==> config.mk <==
export PLATFORM = sky130hd
export DESIGN_NAME = amp_monitor_clock_irq_regs
export DESIGN_NICKNAME = d
export VERILOG_FILES = /design/src/hdl/amp_regs_pkg.sv /design/src/hdl/clock_halt_timer.sv /design/src/hdl/amp_monitor_clock_irq_regs.sv
export SDC_FILE = /design/constraint.sdc
export NUM_CORES = 1
export LEC_CHECK = 0
export ABC_AREA = 1
export BUFFER_PORTS_ARGS = -buffer_cell sky130_fd_sc_hd__buf_4
export CAP_MARGIN = 20
export CORE_UTILIZATION = 50
export CTS_BUF_LIST = sky130_fd_sc_hd__clkbuf_16
export CTS_CLUSTER_DIAMETER = 120
export DETAILED_ROUTE_END_ITERATION = 10
export PLACE_DENSITY = 0.73
export SYNTH_ARGS = -nofsm -noshare
export SYNTH_HDL_FRONTEND = slang
export SYNTH_SLANG_ARGS = --single-unit
==> constraint.sdc <==
create_clock -name i_ref_clk -period 4.82 [get_ports i_ref_clk]
set_clock_uncertainty 0.15 [all_clocks]
set_input_delay 0.241 -clock i_ref_clk [delete_from_list [all_inputs] [get_ports i_ref_clk]]
set_output_delay 0.241 -clock i_ref_clk [all_outputs]
set_load 0.01 [all_outputs]
==> src/hdl/amp_regs_pkg.sv <==
// constants, register map and carrier types for the amplifier register group
package amp_regs_pkg;

  localparam int unsigned CLK_NS = 8;

  // register offsets
  localparam logic [7:0] OFS_HIGH_RAIL_MSB  = 8'h54;
  localparam logic [7:0] OFS_HIGH_RAIL_LSB  = 8'h55;
  localparam logic [7:0] OFS_TEMPERATURE    = 8'h56;
  localparam logic [7:0] OFS_HALT_IRQ_CFG   = 8'h5C;
  localparam logic [7:0] OFS_IRQ_POLARITY   = 8'h5D;
  localparam logic [7:0] OFS_FRAME_RATIO    = 8'h60;
  localparam logic [7:0] OFS_IDLE_INDUCTOR  = 8'h63;
  localparam logic [7:0] OFS_LIMITER_SOURCE = 8'h65;
  localparam logic [7:0] OFS_IDLE_HYST      = 8'h67;
  localparam logic [7:0] OFS_DETECTED_RATIO = 8'h68;
  localparam logic [7:0] OFS_SWITCH_DELAYS  = 8'h6A;

  // reset values
  localparam logic [7:0] RST_HALT_IRQ_CFG   = 8'h19;
  localparam logic [7:0] RST_IRQ_POLARITY   = 8'h80;
  localparam logic [7:0] RST_FRAME_RATIO    = 8'h0D;
  localparam logic [7:0] RST_IDLE_INDUCTOR  = 8'h48;
  localparam logic [7:0] RST_LIMITER_SOURCE = 8'h08;
  localparam logic [7:0] RST_IDLE_HYST      = 8'h00;
  localparam logic [7:0] RST_DETECTED_RATIO = 8'h30;
  localparam logic [7:0] RST_SWITCH_DELAYS  = 8'h12;

  // field positions
  localparam int unsigned POS_CLK_PWR     = 7;
  localparam int unsigned POS_HALT_DIS    = 6;
  localparam int unsigned POS_HALT_CODE   = 3;
  localparam int unsigned POS_IRQ_CLR     = 2;
  localparam int unsigned POS_IRQ_MODE    = 0;
  localparam int unsigned POS_TOP_BIT     = 7;
  localparam int unsigned POS_RATIO_SET   = 2;
  localparam int unsigned POS_RATIO_DET   = 0;
  localparam int unsigned POS_IDLE_HYST   = 0;
  localparam int unsigned POS_SW_DELAY    = 6;
  localparam int unsigned POS_LVS_DELAY   = 4;
  localparam int unsigned POS_LVS_HEAD    = 0;

  // highest ratio code that is not reserved
  localparam logic [5:0] RATIO_CODE_MAX = 6'h0D;

  typedef enum logic [1:0] {
    PIN_LIVE         = 2'h0,
    PIN_LATCHED      = 2'h1,
    PIN_PULSE_EVENT  = 2'h2,
    PIN_PULSE_REPEAT = 2'h3
  } pin_mode_t;

  // clock halt timeouts in ns, codes 0..7
  localparam int unsigned HALT_NS [8] = '{820_000, 3_270_000, 26_210_000,
    52_420_000, 104_850_000, 209_710_000, 419_430_000, 838_860_000};

  function automatic int unsigned halt_cyc(input int unsigned i);
    halt_cyc = (HALT_NS[i] / CLK_NS > 0) ? HALT_NS[i] / CLK_NS : 1;
  endfunction

  localparam int unsigned HALT_CYC_DEF [8] = '{halt_cyc(0), halt_cyc(1),
    halt_cyc(2), halt_cyc(3), halt_cyc(4), halt_cyc(5), halt_cyc(6),
    halt_cyc(7)};

  // pin pulse timing: 1 ms tick, pulse of 3 ticks, repeat every 4 ticks
  localparam int unsigned MS_NS        = 1_000_000;
  localparam int unsigned MS_CYC_DEF   = MS_NS / CLK_NS;
  localparam logic [1:0]  PULSE_TICKS  = 2'h3;

  typedef struct packed {
    logic       clock_driven_power_control;
    logic       halt_detect_disable;
    logic [2:0] halt_code;
    pin_mode_t  interrupt_pin_mode;
    logic       interrupt_pin_polarity;
    logic [5:0] frame_ratio_setting;
    logic       idle_inductor_select;
    logic       limiter_source_select;
    logic [1:0] idle_hysteresis_timer;
    logic [1:0] supply_switch_delay;
    logic [1:0] low_voltage_signal_delay;
    logic [3:0] low_voltage_signal_headroom;
  } amp_cfg_t;

  typedef struct packed {
    logic [11:0] high_rail_result;
    logic [7:0]  temperature_result;
  } cnv_result_t;

endpackage

==> src/hdl/clock_halt_timer.sv <==
// counts cycles while armed and flags expiry at the selected limit
`timescale 1ns/10ps
module clock_halt_timer (
  input  wire logic        i_ref_clk,
  input  wire logic        i_rst,
  input  wire logic        i_run,
  input  wire logic [31:0] i_limit,
  output logic             o_expired
);

  logic [31:0] cnt_q;
  logic [31:0] cnt_d;
  logic        exp_q;
  logic        exp_d;

  always_comb begin
    cnt_d = cnt_q;
    exp_d = exp_q;
    if (!i_run) begin
      cnt_d = '0;
      exp_d = 1'b0;
    end else if (!exp_q) begin
      if (cnt_q + 32'h1 >= i_limit) begin
        exp_d = 1'b1;
      end
      cnt_d = cnt_q + 32'h1;
    end
  end

  always_ff @(posedge i_ref_clk or posedge i_rst) begin
    if (i_rst) begin
      cnt_q <= '0;
      exp_q <= 1'b0;
    end else begin
      cnt_q <= cnt_d;
      exp_q <= exp_d;
    end
  end

  assign o_expired = exp_q;

endmodule

==> src/hdl/amp_monitor_clock_irq_regs.sv <==
// supply/temperature readout, clock halt handling, interrupt pin, settings
`timescale 1ns/10ps
module amp_monitor_clock_irq_regs
  import amp_regs_pkg::*;
#(
  parameter int unsigned IRQ_W             = 8,
  parameter int unsigned HALT_CYC [8]      = amp_regs_pkg::HALT_CYC_DEF,
  parameter int unsigned MS_CYC            = amp_regs_pkg::MS_CYC_DEF
) (
  input  wire logic                      i_ref_clk,
  input  wire logic                      i_rst,
  input  wire logic [7:0]                i_reg_addr,
  input  wire logic [7:0]                i_reg_wdata,
  input  wire logic                      i_reg_wr,
  input  wire logic                      i_reg_rd,
  output logic [7:0]                     o_reg_rdata,
  input  wire amp_regs_pkg::cnv_result_t i_cnv,
  input  wire logic                      i_cnv_valid,
  input  wire logic [IRQ_W-1:0]          i_irq_live,
  input  wire logic [IRQ_W-1:0]          i_irq_mask,
  input  wire logic                      i_audio_clk_present,
  input  wire logic                      i_auto_rate_off,
  input  wire logic [5:0]                i_ratio_detected,
  input  wire logic                      i_ratio_detected_valid,
  input  wire logic                      i_rate_invalid,
  input  wire logic                      i_rate_changed,
  output amp_regs_pkg::amp_cfg_t         o_cfg,
  output logic [IRQ_W-1:0]               o_irq_latched,
  output logic                           o_interrupt_pin,
  output logic                           o_clock_error,
  output logic                           o_clock_halted,
  output logic                           o_power_up
);

  if (IRQ_W < 1 || MS_CYC < 1) begin : g_chk
    $error("amp_monitor_clock_irq_regs: bad IRQ_W or MS_CYC");
  end

  // ---------------- register file ----------------
  logic [7:0]  halt_cfg_q, halt_cfg_d;
  logic        pol_q, pol_d;
  logic [5:0]  ratio_set_q, ratio_set_d;
  logic        idle_inductor_select_q, idle_inductor_select_d;
  logic        lim_src_q, lim_src_d;
  logic [1:0]  hyst_q, hyst_d;
  logic [5:0]  ratio_det_q, ratio_det_d;
  logic [7:0]  delays_q, delays_d;
  cnv_result_t cnv_q, cnv_d;
  logic [7:0]  rdata_q, rdata_d;
  logic        clr_pulse;

  always_comb begin
    halt_cfg_d  = halt_cfg_q;
    pol_d       = pol_q;
    ratio_set_d = ratio_set_q;
    idle_inductor_select_d  = idle_inductor_select_q;
    lim_src_d   = lim_src_q;
    hyst_d      = hyst_q;
    ratio_det_d = ratio_det_q;
    delays_d    = delays_q;
    cnv_d       = cnv_q;
    rdata_d     = rdata_q;
    clr_pulse   = 1'b0;
    if (i_cnv_valid) begin
      cnv_d = i_cnv;
    end
    if (i_reg_wr) begin
      case (i_reg_addr)
        OFS_HALT_IRQ_CFG: begin
          halt_cfg_d = i_reg_wdata;
          halt_cfg_d[POS_IRQ_CLR] = 1'b0;
          clr_pulse = i_reg_wdata[POS_IRQ_CLR];
        end
        OFS_IRQ_POLARITY:   pol_d = i_reg_wdata[POS_TOP_BIT];
        OFS_FRAME_RATIO: begin
          ratio_set_d = i_reg_wdata[POS_RATIO_SET +: 6];
        end
        OFS_IDLE_INDUCTOR:  idle_inductor_select_d = i_reg_wdata[POS_TOP_BIT];
        OFS_LIMITER_SOURCE: lim_src_d = i_reg_wdata[POS_TOP_BIT];
        OFS_IDLE_HYST: begin
          hyst_d = i_reg_wdata[POS_IDLE_HYST +: 2];
        end
        OFS_DETECTED_RATIO: begin
          ratio_det_d = i_reg_wdata[POS_RATIO_DET +: 6];
        end
        OFS_SWITCH_DELAYS:  delays_d = i_reg_wdata;
        default: ;
      endcase
    end
    // hardware detection wins over a software write in the same cycle
    if (i_ratio_detected_valid) begin
      ratio_det_d = i_ratio_detected;
    end
    if (i_reg_rd) begin
      case (i_reg_addr)
        OFS_HIGH_RAIL_MSB:  rdata_d = cnv_q.high_rail_result[11:4];
        OFS_HIGH_RAIL_LSB: begin
          rdata_d = {cnv_q.high_rail_result[3:0], 4'h0};
        end
        OFS_TEMPERATURE:    rdata_d = cnv_q.temperature_result;
        OFS_HALT_IRQ_CFG:   rdata_d = halt_cfg_q;
        OFS_IRQ_POLARITY: begin
          rdata_d = {pol_q, RST_IRQ_POLARITY[6:0]};
        end
        OFS_FRAME_RATIO: begin
          rdata_d = {ratio_set_q, RST_FRAME_RATIO[1:0]};
        end
        OFS_IDLE_INDUCTOR: begin
          rdata_d = {idle_inductor_select_q, RST_IDLE_INDUCTOR[6:0]};
        end
        OFS_LIMITER_SOURCE: begin
          rdata_d = {lim_src_q, RST_LIMITER_SOURCE[6:0]};
        end
        OFS_IDLE_HYST:      rdata_d = {RST_IDLE_HYST[7:2], hyst_q};
        OFS_DETECTED_RATIO: begin
          rdata_d = {RST_DETECTED_RATIO[7:6], ratio_det_q};
        end
        OFS_SWITCH_DELAYS:  rdata_d = delays_q;
        default:            rdata_d = 8'h00;
      endcase
    end
  end

  always_ff @(posedge i_ref_clk or posedge i_rst) begin
    if (i_rst) begin
      halt_cfg_q  <= RST_HALT_IRQ_CFG;
      pol_q       <= RST_IRQ_POLARITY[POS_TOP_BIT];
      ratio_set_q <= RST_FRAME_RATIO[POS_RATIO_SET +: 6];
      idle_inductor_select_q  <= RST_IDLE_INDUCTOR[POS_TOP_BIT];
      lim_src_q   <= RST_LIMITER_SOURCE[POS_TOP_BIT];
      hyst_q      <= RST_IDLE_HYST[POS_IDLE_HYST +: 2];
      ratio_det_q <= RST_DETECTED_RATIO[POS_RATIO_DET +: 6];
      delays_q    <= RST_SWITCH_DELAYS;
      cnv_q       <= '0;
      rdata_q     <= 8'h00;
    end else begin
      halt_cfg_q  <= halt_cfg_d;
      pol_q       <= pol_d;
      ratio_set_q <= ratio_set_d;
      idle_inductor_select_q  <= idle_inductor_select_d;
      lim_src_q   <= lim_src_d;
      hyst_q      <= hyst_d;
      ratio_det_q <= ratio_det_d;
      delays_q    <= delays_d;
      cnv_q       <= cnv_d;
      rdata_q     <= rdata_d;
    end
  end

  assign o_reg_rdata = rdata_q;

  always_comb begin
    o_cfg.clock_driven_power_control  = halt_cfg_q[POS_CLK_PWR];
    o_cfg.halt_detect_disable         = halt_cfg_q[POS_HALT_DIS];
    o_cfg.halt_code                   = halt_cfg_q[POS_HALT_CODE +: 3];
    o_cfg.interrupt_pin_mode = pin_mode_t'(halt_cfg_q[POS_IRQ_MODE +: 2]);
    o_cfg.interrupt_pin_polarity      = pol_q;
    o_cfg.frame_ratio_setting         = ratio_set_q;
    o_cfg.idle_inductor_select        = idle_inductor_select_q;
    o_cfg.limiter_source_select       = lim_src_q;
    o_cfg.idle_hysteresis_timer       = hyst_q;
    o_cfg.supply_switch_delay         = delays_q[POS_SW_DELAY +: 2];
    o_cfg.low_voltage_signal_delay    = delays_q[POS_LVS_DELAY +: 2];
    o_cfg.low_voltage_signal_headroom = delays_q[POS_LVS_HEAD +: 4];
  end

  // ---------------- clock error, halt and power ----------------
  logic clk_meta_q, clk_sync_q;
  logic clk_err_q, clk_err_d;
  logic [5:0] ratio_prev_q, ratio_prev_d;
  logic       ratio_seen_q, ratio_seen_d;
  logic       halt_run;
  logic       halt_expired;
  logic [31:0] halt_limit;
  logic       ratio_bad;

  // pin-side clock presence: first stage feeds only the second
  always_ff @(posedge i_ref_clk or posedge i_rst) begin
    if (i_rst) begin
      clk_meta_q <= 1'b0;
      clk_sync_q <= 1'b0;
    end else begin
      clk_meta_q <= i_audio_clk_present;
      clk_sync_q <= clk_meta_q;
    end
  end

  always_comb begin
    ratio_prev_d = ratio_prev_q;
    ratio_seen_d = ratio_seen_q;
    clk_err_d    = clk_err_q;
    // reserved detected code, or mismatch with the fixed setting
    ratio_bad = i_ratio_detected_valid &&
      ((i_ratio_detected > RATIO_CODE_MAX) ||
       (i_auto_rate_off && i_ratio_detected != ratio_set_q));
    if (i_ratio_detected_valid) begin
      ratio_prev_d = i_ratio_detected;
      ratio_seen_d = 1'b1;
    end
    // error holds while clocks are present, clears once they are gone
    // and the halt handling has been given its chance
    if (ratio_bad || i_rate_invalid || i_rate_changed ||
        (i_ratio_detected_valid && ratio_seen_q &&
         i_ratio_detected != ratio_prev_q)) begin
      clk_err_d = 1'b1;
    end else if (clk_sync_q == 1'b0 && halt_expired) begin
      clk_err_d = 1'b0;
    end else if (clk_sync_q == 1'b0 &&
                 halt_cfg_q[POS_HALT_DIS]) begin
      clk_err_d = 1'b0;
    end
  end

  always_ff @(posedge i_ref_clk or posedge i_rst) begin
    if (i_rst) begin
      ratio_prev_q <= 6'h00;
      ratio_seen_q <= 1'b0;
      clk_err_q    <= 1'b0;
    end else begin
      ratio_prev_q <= ratio_prev_d;
      ratio_seen_q <= ratio_seen_d;
      clk_err_q    <= clk_err_d;
    end
  end

  assign halt_limit = 32'(HALT_CYC[halt_cfg_q[POS_HALT_CODE +: 3]]);
  // timer runs only after an error, with detection on and clocks gone
  assign halt_run = clk_err_q && !halt_cfg_q[POS_HALT_DIS] &&
                    !clk_sync_q;

  clock_halt_timer u_halt (
    .i_ref_clk (i_ref_clk),
    .i_rst     (i_rst),
    .i_run     (halt_run),
    .i_limit   (halt_limit),
    .o_expired (halt_expired)
  );

  logic halted_q, halted_d;
  logic pwr_q, pwr_d;

  always_comb begin
    halted_d = halted_q;
    if (clk_sync_q) begin
      halted_d = 1'b0;
    end else if (halt_expired) begin
      halted_d = 1'b1;
    end
    // automatic mode tracks the clocks; otherwise stay powered
    pwr_d = halt_cfg_q[POS_CLK_PWR] ? (clk_sync_q && !halted_d)
                                    : 1'b1;
  end

  always_ff @(posedge i_ref_clk or posedge i_rst) begin
    if (i_rst) begin
      halted_q <= 1'b0;
      pwr_q    <= 1'b0;
    end else begin
      halted_q <= halted_d;
      pwr_q    <= pwr_d;
    end
  end

  assign o_clock_error  = clk_err_q;
  assign o_clock_halted = halted_q;
  assign o_power_up     = pwr_q;

  // ---------------- interrupt latches and pin ----------------
  logic [IRQ_W-1:0] latch_q, latch_d;
  logic [IRQ_W-1:0] live_prev_q;
  logic [IRQ_W-1:0] new_event;

  for (genvar g = 0; g < IRQ_W; g++) begin : g_latch
    // a flag raised in the clearing cycle survives the clear
    assign latch_d[g] = (clr_pulse ? 1'b0 : latch_q[g]) |
                        i_irq_live[g];
    assign new_event[g] = i_irq_live[g] & ~live_prev_q[g] & ~i_irq_mask[g];
  end

  logic [31:0] div_q, div_d;
  logic        ms_tick;
  logic [1:0]  phase_q, phase_d;
  logic [1:0]  pulse_q, pulse_d;
  logic        act_q, act_d;
  logic        pin_q;
  logic        any_live, any_latched;

  always_comb begin
    any_live    = |(i_irq_live & ~i_irq_mask);
    any_latched = |(latch_q & ~i_irq_mask);
    ms_tick     = (div_q == 32'(MS_CYC - 1));
    div_d       = ms_tick ? 32'h0 : div_q + 32'h1;
    phase_d     = ms_tick ? phase_q + 2'h1 : phase_q;
    pulse_d     = pulse_q;
    if (ms_tick && pulse_q != 2'h0) begin
      pulse_d = pulse_q - 2'h1;
    end
    // three whole-ms ticks: active between 2 and 3 ms
    case (o_cfg.interrupt_pin_mode)
      PIN_PULSE_EVENT: begin
        if (|new_event && pulse_q == 2'h0) begin
          pulse_d = PULSE_TICKS;
        end
      end
      PIN_PULSE_REPEAT: begin
        if (any_latched && ms_tick && phase_q == 2'h3) begin
          pulse_d = PULSE_TICKS;
        end
      end
      default: pulse_d = 2'h0;
    endcase
    case (o_cfg.interrupt_pin_mode)
      PIN_LIVE:    act_d = any_live;
      PIN_LATCHED: act_d = any_latched;
      default:     act_d = (pulse_d != 2'h0);
    endcase
  end

  always_ff @(posedge i_ref_clk or posedge i_rst) begin
    if (i_rst) begin
      latch_q     <= '0;
      live_prev_q <= '0;
      div_q       <= '0;
      phase_q     <= 2'h0;
      pulse_q     <= 2'h0;
      act_q       <= 1'b0;
      pin_q       <= RST_IRQ_POLARITY[POS_TOP_BIT];
    end else begin
      latch_q     <= latch_d;
      live_prev_q <= i_irq_live;
      div_q       <= div_d;
      phase_q     <= phase_d;
      pulse_q     <= pulse_d;
      act_q       <= act_d;
      pin_q       <= act_d ^ pol_q;
    end
  end

  assign o_irq_latched   = latch_q;
  assign o_interrupt_pin = pin_q;

endmodule

Word level (Yosys, flattened, before mapping)
Memory sizes are Yosys's and may differ from the RTL's.
Cells that the tools add are included.
Word-level totals
  flip-flop bits (word level): 158
  memory bits (read-only): 256
  output and inout port bits: 46
  logic and storage cells: 170
  memories kept: 1
Cells by class
  add/sub/neg operators: 4
  magnitude comparators: 3
  equality and inequality tests: 19
  muxes and demuxes: 33
  bitwise operators: 46
  reductions and logical operators: 38
Memory list
  (name not given): depth 8, width 32, rd ports 1, clocked after memory_dff 0, write ports 0, line amp_monitor_clock_irq_regs.sv:226  | assign halt_limit = 32'(HALT_CYC[halt_cfg_q[POS_HALT_CODE +: 3]]);
Operators with widths (number)
  $mux 32: 5
  $eq 8x7->1 const B: 11
  $pmux 8 s11: 1
  $add 32x1->32 const B: 2
  $eq 32x17->1 const B: 1
  $ge 32x32->1: 1
  $reduce_or 8->1: 3
  $mux 1: 19
  $mux 6: 3
  $not 1->1: 17
  $and 1x1->1: 16
  $and 8x8->8: 2
  $reduce_and 2->1: 8
  $logic_and 1x1->1: 13
  $ne 6x6->1: 2
  $not 8->8: 1
  $or 1x1->1: 8
  $reduce_bool 2->1: 4
  $eq 2x2->1 const B: 3
  $gt 6x4->1 const B: 1
  $mux 2: 3
  $ge 4x4->1 const B: 1
  $logic_not 2->1: 2
  $logic_or 1x1->1: 4
  10 further kinds: 12

Logic depth before layout (Yosys ltp)
  word-level depth: 10
  gate-level depth with buffers: 20
  mapped depth without buffers: 20

Cells and area by module
From an unflattened synthesis, not the netlist that was laid out.
Second synthesis, totals
  cells, all modules: 1330
  area total of the unflattened synthesis: 9694.3 um^2
By module, submodules not included
  amp_monitor_clock_irq_regs: times used 1, cells an instance 857, area each 6628.9 um^2
  clock_halt_timer: times used 1, cells an instance 473, area each 3065.4 um^2

Worst setup path after synthesis
Ideal clock, no wire load.
  kind: flip-flop to flip-flop
  start: reg u_halt.cnt_q[0]
  end: reg u_halt.exp_q, in the netlist u_halt.o_expired
  arrival: 2.202 ns
  data required time: 4.550 ns
  slack: 2.348 ns
  cell stages (with the launch flop): 18
  path buffers: 0
  clock period less this slack: 2.472 ns
  cells stage by stage: dfrtp_1 > ha_1 > nand3_2 > or2_4 > nor2_4 > nand2_2 > xor2_1 > ha_1 > inv_1 > nor3_1 > nor3b_1 > nand2_1 > nand2_1 > nand2_1 > nand2_1 > nand2_1 > nand2_1 > a21oi_2
Between the ends
  longest elaborated chain between the ends: 5
RTL lines
  start: declaration: line clock_halt_timer.sv:11  | logic [31:0] cnt_q;
  start signal: assignment: line clock_halt_timer.sv:35  | cnt_q <= cnt_d;
  $add 32x1->32: line clock_halt_timer.sv:23  | if (cnt_q + 32'h1 >= i_limit) begin
  $ge 32x32->1: line clock_halt_timer.sv:23
  $mux 1: line clock_halt_timer.sv:23
  $mux 1: line clock_halt_timer.sv:22  | end else if (!exp_q) begin
  $mux 1: line clock_halt_timer.sv:19  | if (!i_run) begin
  via u_halt.exp_d: line clock_halt_timer.sv:14  | logic exp_d;
  end signal: assignment: line clock_halt_timer.sv:36  | exp_q <= exp_d;
  end: declaration: line clock_halt_timer.sv:13  | logic exp_q;
The timed path passes the listed nets, and every way through them passes these cells.
A chain may end at the register's enable or synchronous reset.

Worst setup path in the final report
Ends and elaborated chain as after synthesis.

==> metrics.csv <==
metric,value,unit
synthAdderAreaFrac,0.04645,
holdPathEnd,delays_q[3],
drive_gt1_frac,0.1575,
leakage,5.654,nW
synthSimpleGateAreaFrac,0.2652,
r2r_cells,17,
power_frac_seq,0.463,
ys.flop_type,dfrtp_1,
start_util,0.5098,
crit_slowest_cell,dfrtp_1,
path_clk_slew,70,ps
r2r-end,u_halt.o_expired,
cp.required,4990,ps
avgSynthCellArea,7.702,um2
drt.antenna.violating_nets,0,
synth-seq-area-share,0.4333,
routed-via-count,8488,
die_height,137.3,um
first_global_vias,8249,
first_iter_violations,711,
critPathBufInv,1,
hold_path.startpoint,i_reg_wdata[3],
post-cts-setup-buffers,0,
cts_root_buffer,clkbuf_16,
synth_nets,1291,
die_x,137.3,um
synth_compound_area_frac,0.1105,
drcViolationCount,0,
cpMostUsedCell,nand2_1,
mostFrequentLayoutCell,nand2_1,
synthToLayoutAreaGrowth,23.32,%
io_buffers,113,
crit_start,u_halt.cnt_q[0],
slew_headroom,0.3680,
place.gp.congestion,0.9662,
vias_per_cell,5.325,
critical_path_class,reg -> reg,
antenna_cells,0,
fmax,0.3631,GHz
p_int,0.002201,W
post_drt_wl_per_cell,15.35,um
synthDominantCellAreaShare,0.4017,
power,0.003045,W
regToRegSetupSlack,2070,ps
synthXorXnorAreaFrac,0.04113,
synthMuxAreaShare,0.007378,
core_area,17960,um2
path_max_fanout,5,
wirelength,24470,um
period_share,0.5714,
whs_path_depth,3,
dr.pass1.iters,5,
hold_ws,28.17,ps
rsz0062_at_grt,no,
h-tree-depth,4,
crit_family,simple AND/OR/NAND/NOR gates,
clockBufferDepth,2,
synth-edff-count,0,
hpwl,17860,um
power.switching,0.0008442,W
core.rowCount,49,
fp.dieArea,18860,um2
p_per_area,269.7,nW/um2
drv_slew,0,
slowest_delay,420,ps
post-route-util,0.6287,
final.setup.tns,0,ps
yosysWarnings,0,
swShare,0.2772,
yosysUniqueCellTypes,50,
min_path_type,in -> reg,
synthesis.area,9158,um2
ys_top_cells_by_area,"dfrtp_1, nand2_1, inv_1",
p_comb_frac,0.102,
grt_pass1_wl,40270,um
syn_inst,1189,
numCtsBuffers,17,
cts_tree,done,
vdd_drop_max,0.2642,mV
synthArstFlopShare,1.000,
crit_path_end_kind,flip-flop,
grt_max_degree,103,
synth_top_family_by_area,simple AND/OR/NAND/NOR gates,
path_cells,ha_1 > nand3_2 > or2_4 > nor2_4 > xor2_1 > inv_1 > ha_1 > a21oi_1 > nor3_1 > nor3b_1 > nand2_1 > nand2_1 > nand2_1 > nand2_1 > nand2_1 > nand2_1 > a21oi_2,
cap_violations,0,
fin_crit,2754,ps
io_pins,114,
status,"finished, final reports clean",
yosys.area.top_type,dfrtp_1,
layout_common_cells,"nand2_1, inv_1, dfrtp_1",
grt_antenna_before_repair,0,
setup_violations,0,
cp.arrival,2930,ps
ys_seq_elements,158,
grt_overflow_total,0,
fillers,1566,
crit-reg2reg-launch,u_halt.cnt_q[0],
hold_viol_final,0,
worstSkewPairLatency,430,ps
pwr-share-clk,0.436,
grtUsageTotal,0.2790,
critPathLaunchType,flip-flop,
worst_pin_slew,948.0,ps
cts_sinks,158,
finalNetCount,1454,
-- worst max-delay path by stage --
stage	cells past startpoint	to	slack, ps
6_report	17	u_halt.o_expired	2070
5_1_grt	17	u_halt.o_expired	1840
4_1_cts	17	u_halt.o_expired	2060
3_5_place_dp	17	u_halt.o_expired	2130
3_3_place_gp	20	u_halt.o_expired	2150
2_1_floorplan	1	clk_meta_q	180
-- through the flow --
stage / worst slack [ps] / instances / cell area, um2
global placement: 2153 / 1512 / 10230
global route: 1840 / 1594 / 11290
finish: 2066 / 1594 / 11290
detailed placement: 2131 / 1513 / 10240
floorplan: 184.0 / 1189 / 9158
CTS: 2061 / 1594 / 11290
-- synthesized netlist by cell type (2+ instances only) --
master     count
clkbuf_1      19
o31ai_1        2
nor2_2        10
nand4_1       18
nand3_2        3
a21boi_0       2
o21bai_1       4
o21a_1         2
xor2_1        40
o21ai_1       13
nor3_2         2
o211ai_1       2
ha_1          34
o221ai_1       8
inv_2         11
dfstp_2       11
nand3_1       57
o22ai_1       22
mux2_2         6
nand3b_1       4
o21ai_0       90
o2111ai_1      2
nor3_1        39
dfrtp_1      147
a21oi_1       20
nor2_4         8
xnor2_1        3
nor3_4         2
buf_4          3
nor2_1       102
inv_1        197
nand2_2        6
nand2_1      274
nor4_1         7
nor3b_1        2
a221oi_1       3
-- cell type report --
class / count / area (um2) / share of cell area
multi-input combinational: 800 / 4310 / 0.3817
sequential: 158 / 3968 / 0.3513
timing repair buffer: 167 / 1376 / 0.1219
inverter: 208 / 785.8 / 0.06958
clock buffer: 17 / 425.4 / 0.03767
tap: 229 / 286.5 / 0.02537
clock inverter: 15 / 141.4 / 0.01252
-- worst register-to-register path: stages, from the launching register on --
cell and delay [ps]:
dfrtp_1 420, ha_1 230, nand3_2 140, or2_4 290
nor2_4 110, xor2_1 260, inv_1 90, ha_1 210
a21oi_1 130, nor3_1 60, nor3b_1 180, nand2_1 70
nand2_1 50, nand2_1 50, nand2_1 60, nand2_1 50
nand2_1 70, a21oi_2 50
-- layer usage --
metal / GRT usage / part of all wire / vias to the layer above / routed length [um]
met2: 0.4475 / 0.47 / 309 / 11550
li1: - / - / 4152 / -
met5: 0 / 0 / - / 0
met4: 0.08791 / 0.017 / 0 / 427
met1: 0.3808 / 0.45 / 3991 / 11060
met3: 0.05372 / 0.059 / 36 / 1441
-- power by group through the flow --
stage,logic [W],clock network (W),registers [W]
final,0.000310,0.00133,0.00141
after detailed placement,0.000277,0,0.00143
after floorplan,0.000155,0,0.00143
after CTS,0.000309,0.00134,0.00141
after global placement,0.000272,0,0.00143
after global routing,0.000346,0.00140,0.00141
-- cells by family (layout without fill, tap and decap cells) --
| kind of cell | after synthesis | count (layout) |
|---|---|---|
| AND/OR/NAND/NOR | 540 | 540 |
| XOR/XNOR | 43 | 43 |
| AO/OA/AOI/OAI | 177 | 177 |
| multiplexers | 6 | 6 |
| buffers and inverters | 231 | 407 |
| adder cells (fa/ha/maj) | 34 | 34 |
| flip-flops | 158 | 158 |
-- repair_timing --
| item | CTS | global route |
|---|---|---|
| endpoints found under the hold margin | 164 | 0 |
| endpoints found under the setup margin | 0 | 0 |
| resized for setup | 0 | 0 |
| hold buffers | 49 | 0 |
-- sequential cells by signal (all words and copies together) (netlist names), 2 cells and up --
signal	flops
cnv_q	20
delays_q	8
hyst_q	2
u_halt.cnt_q	32
halt_cfg_q	7
ratio_prev_q	6
live_prev_q	8
pulse_q	2
phase_q	2
o_reg_rdata	8
o_irq_latched	8
div_q	32
ratio_set_q	6
ratio_det_q	6
Note: power is estimated with default switching activity, not from simulation.
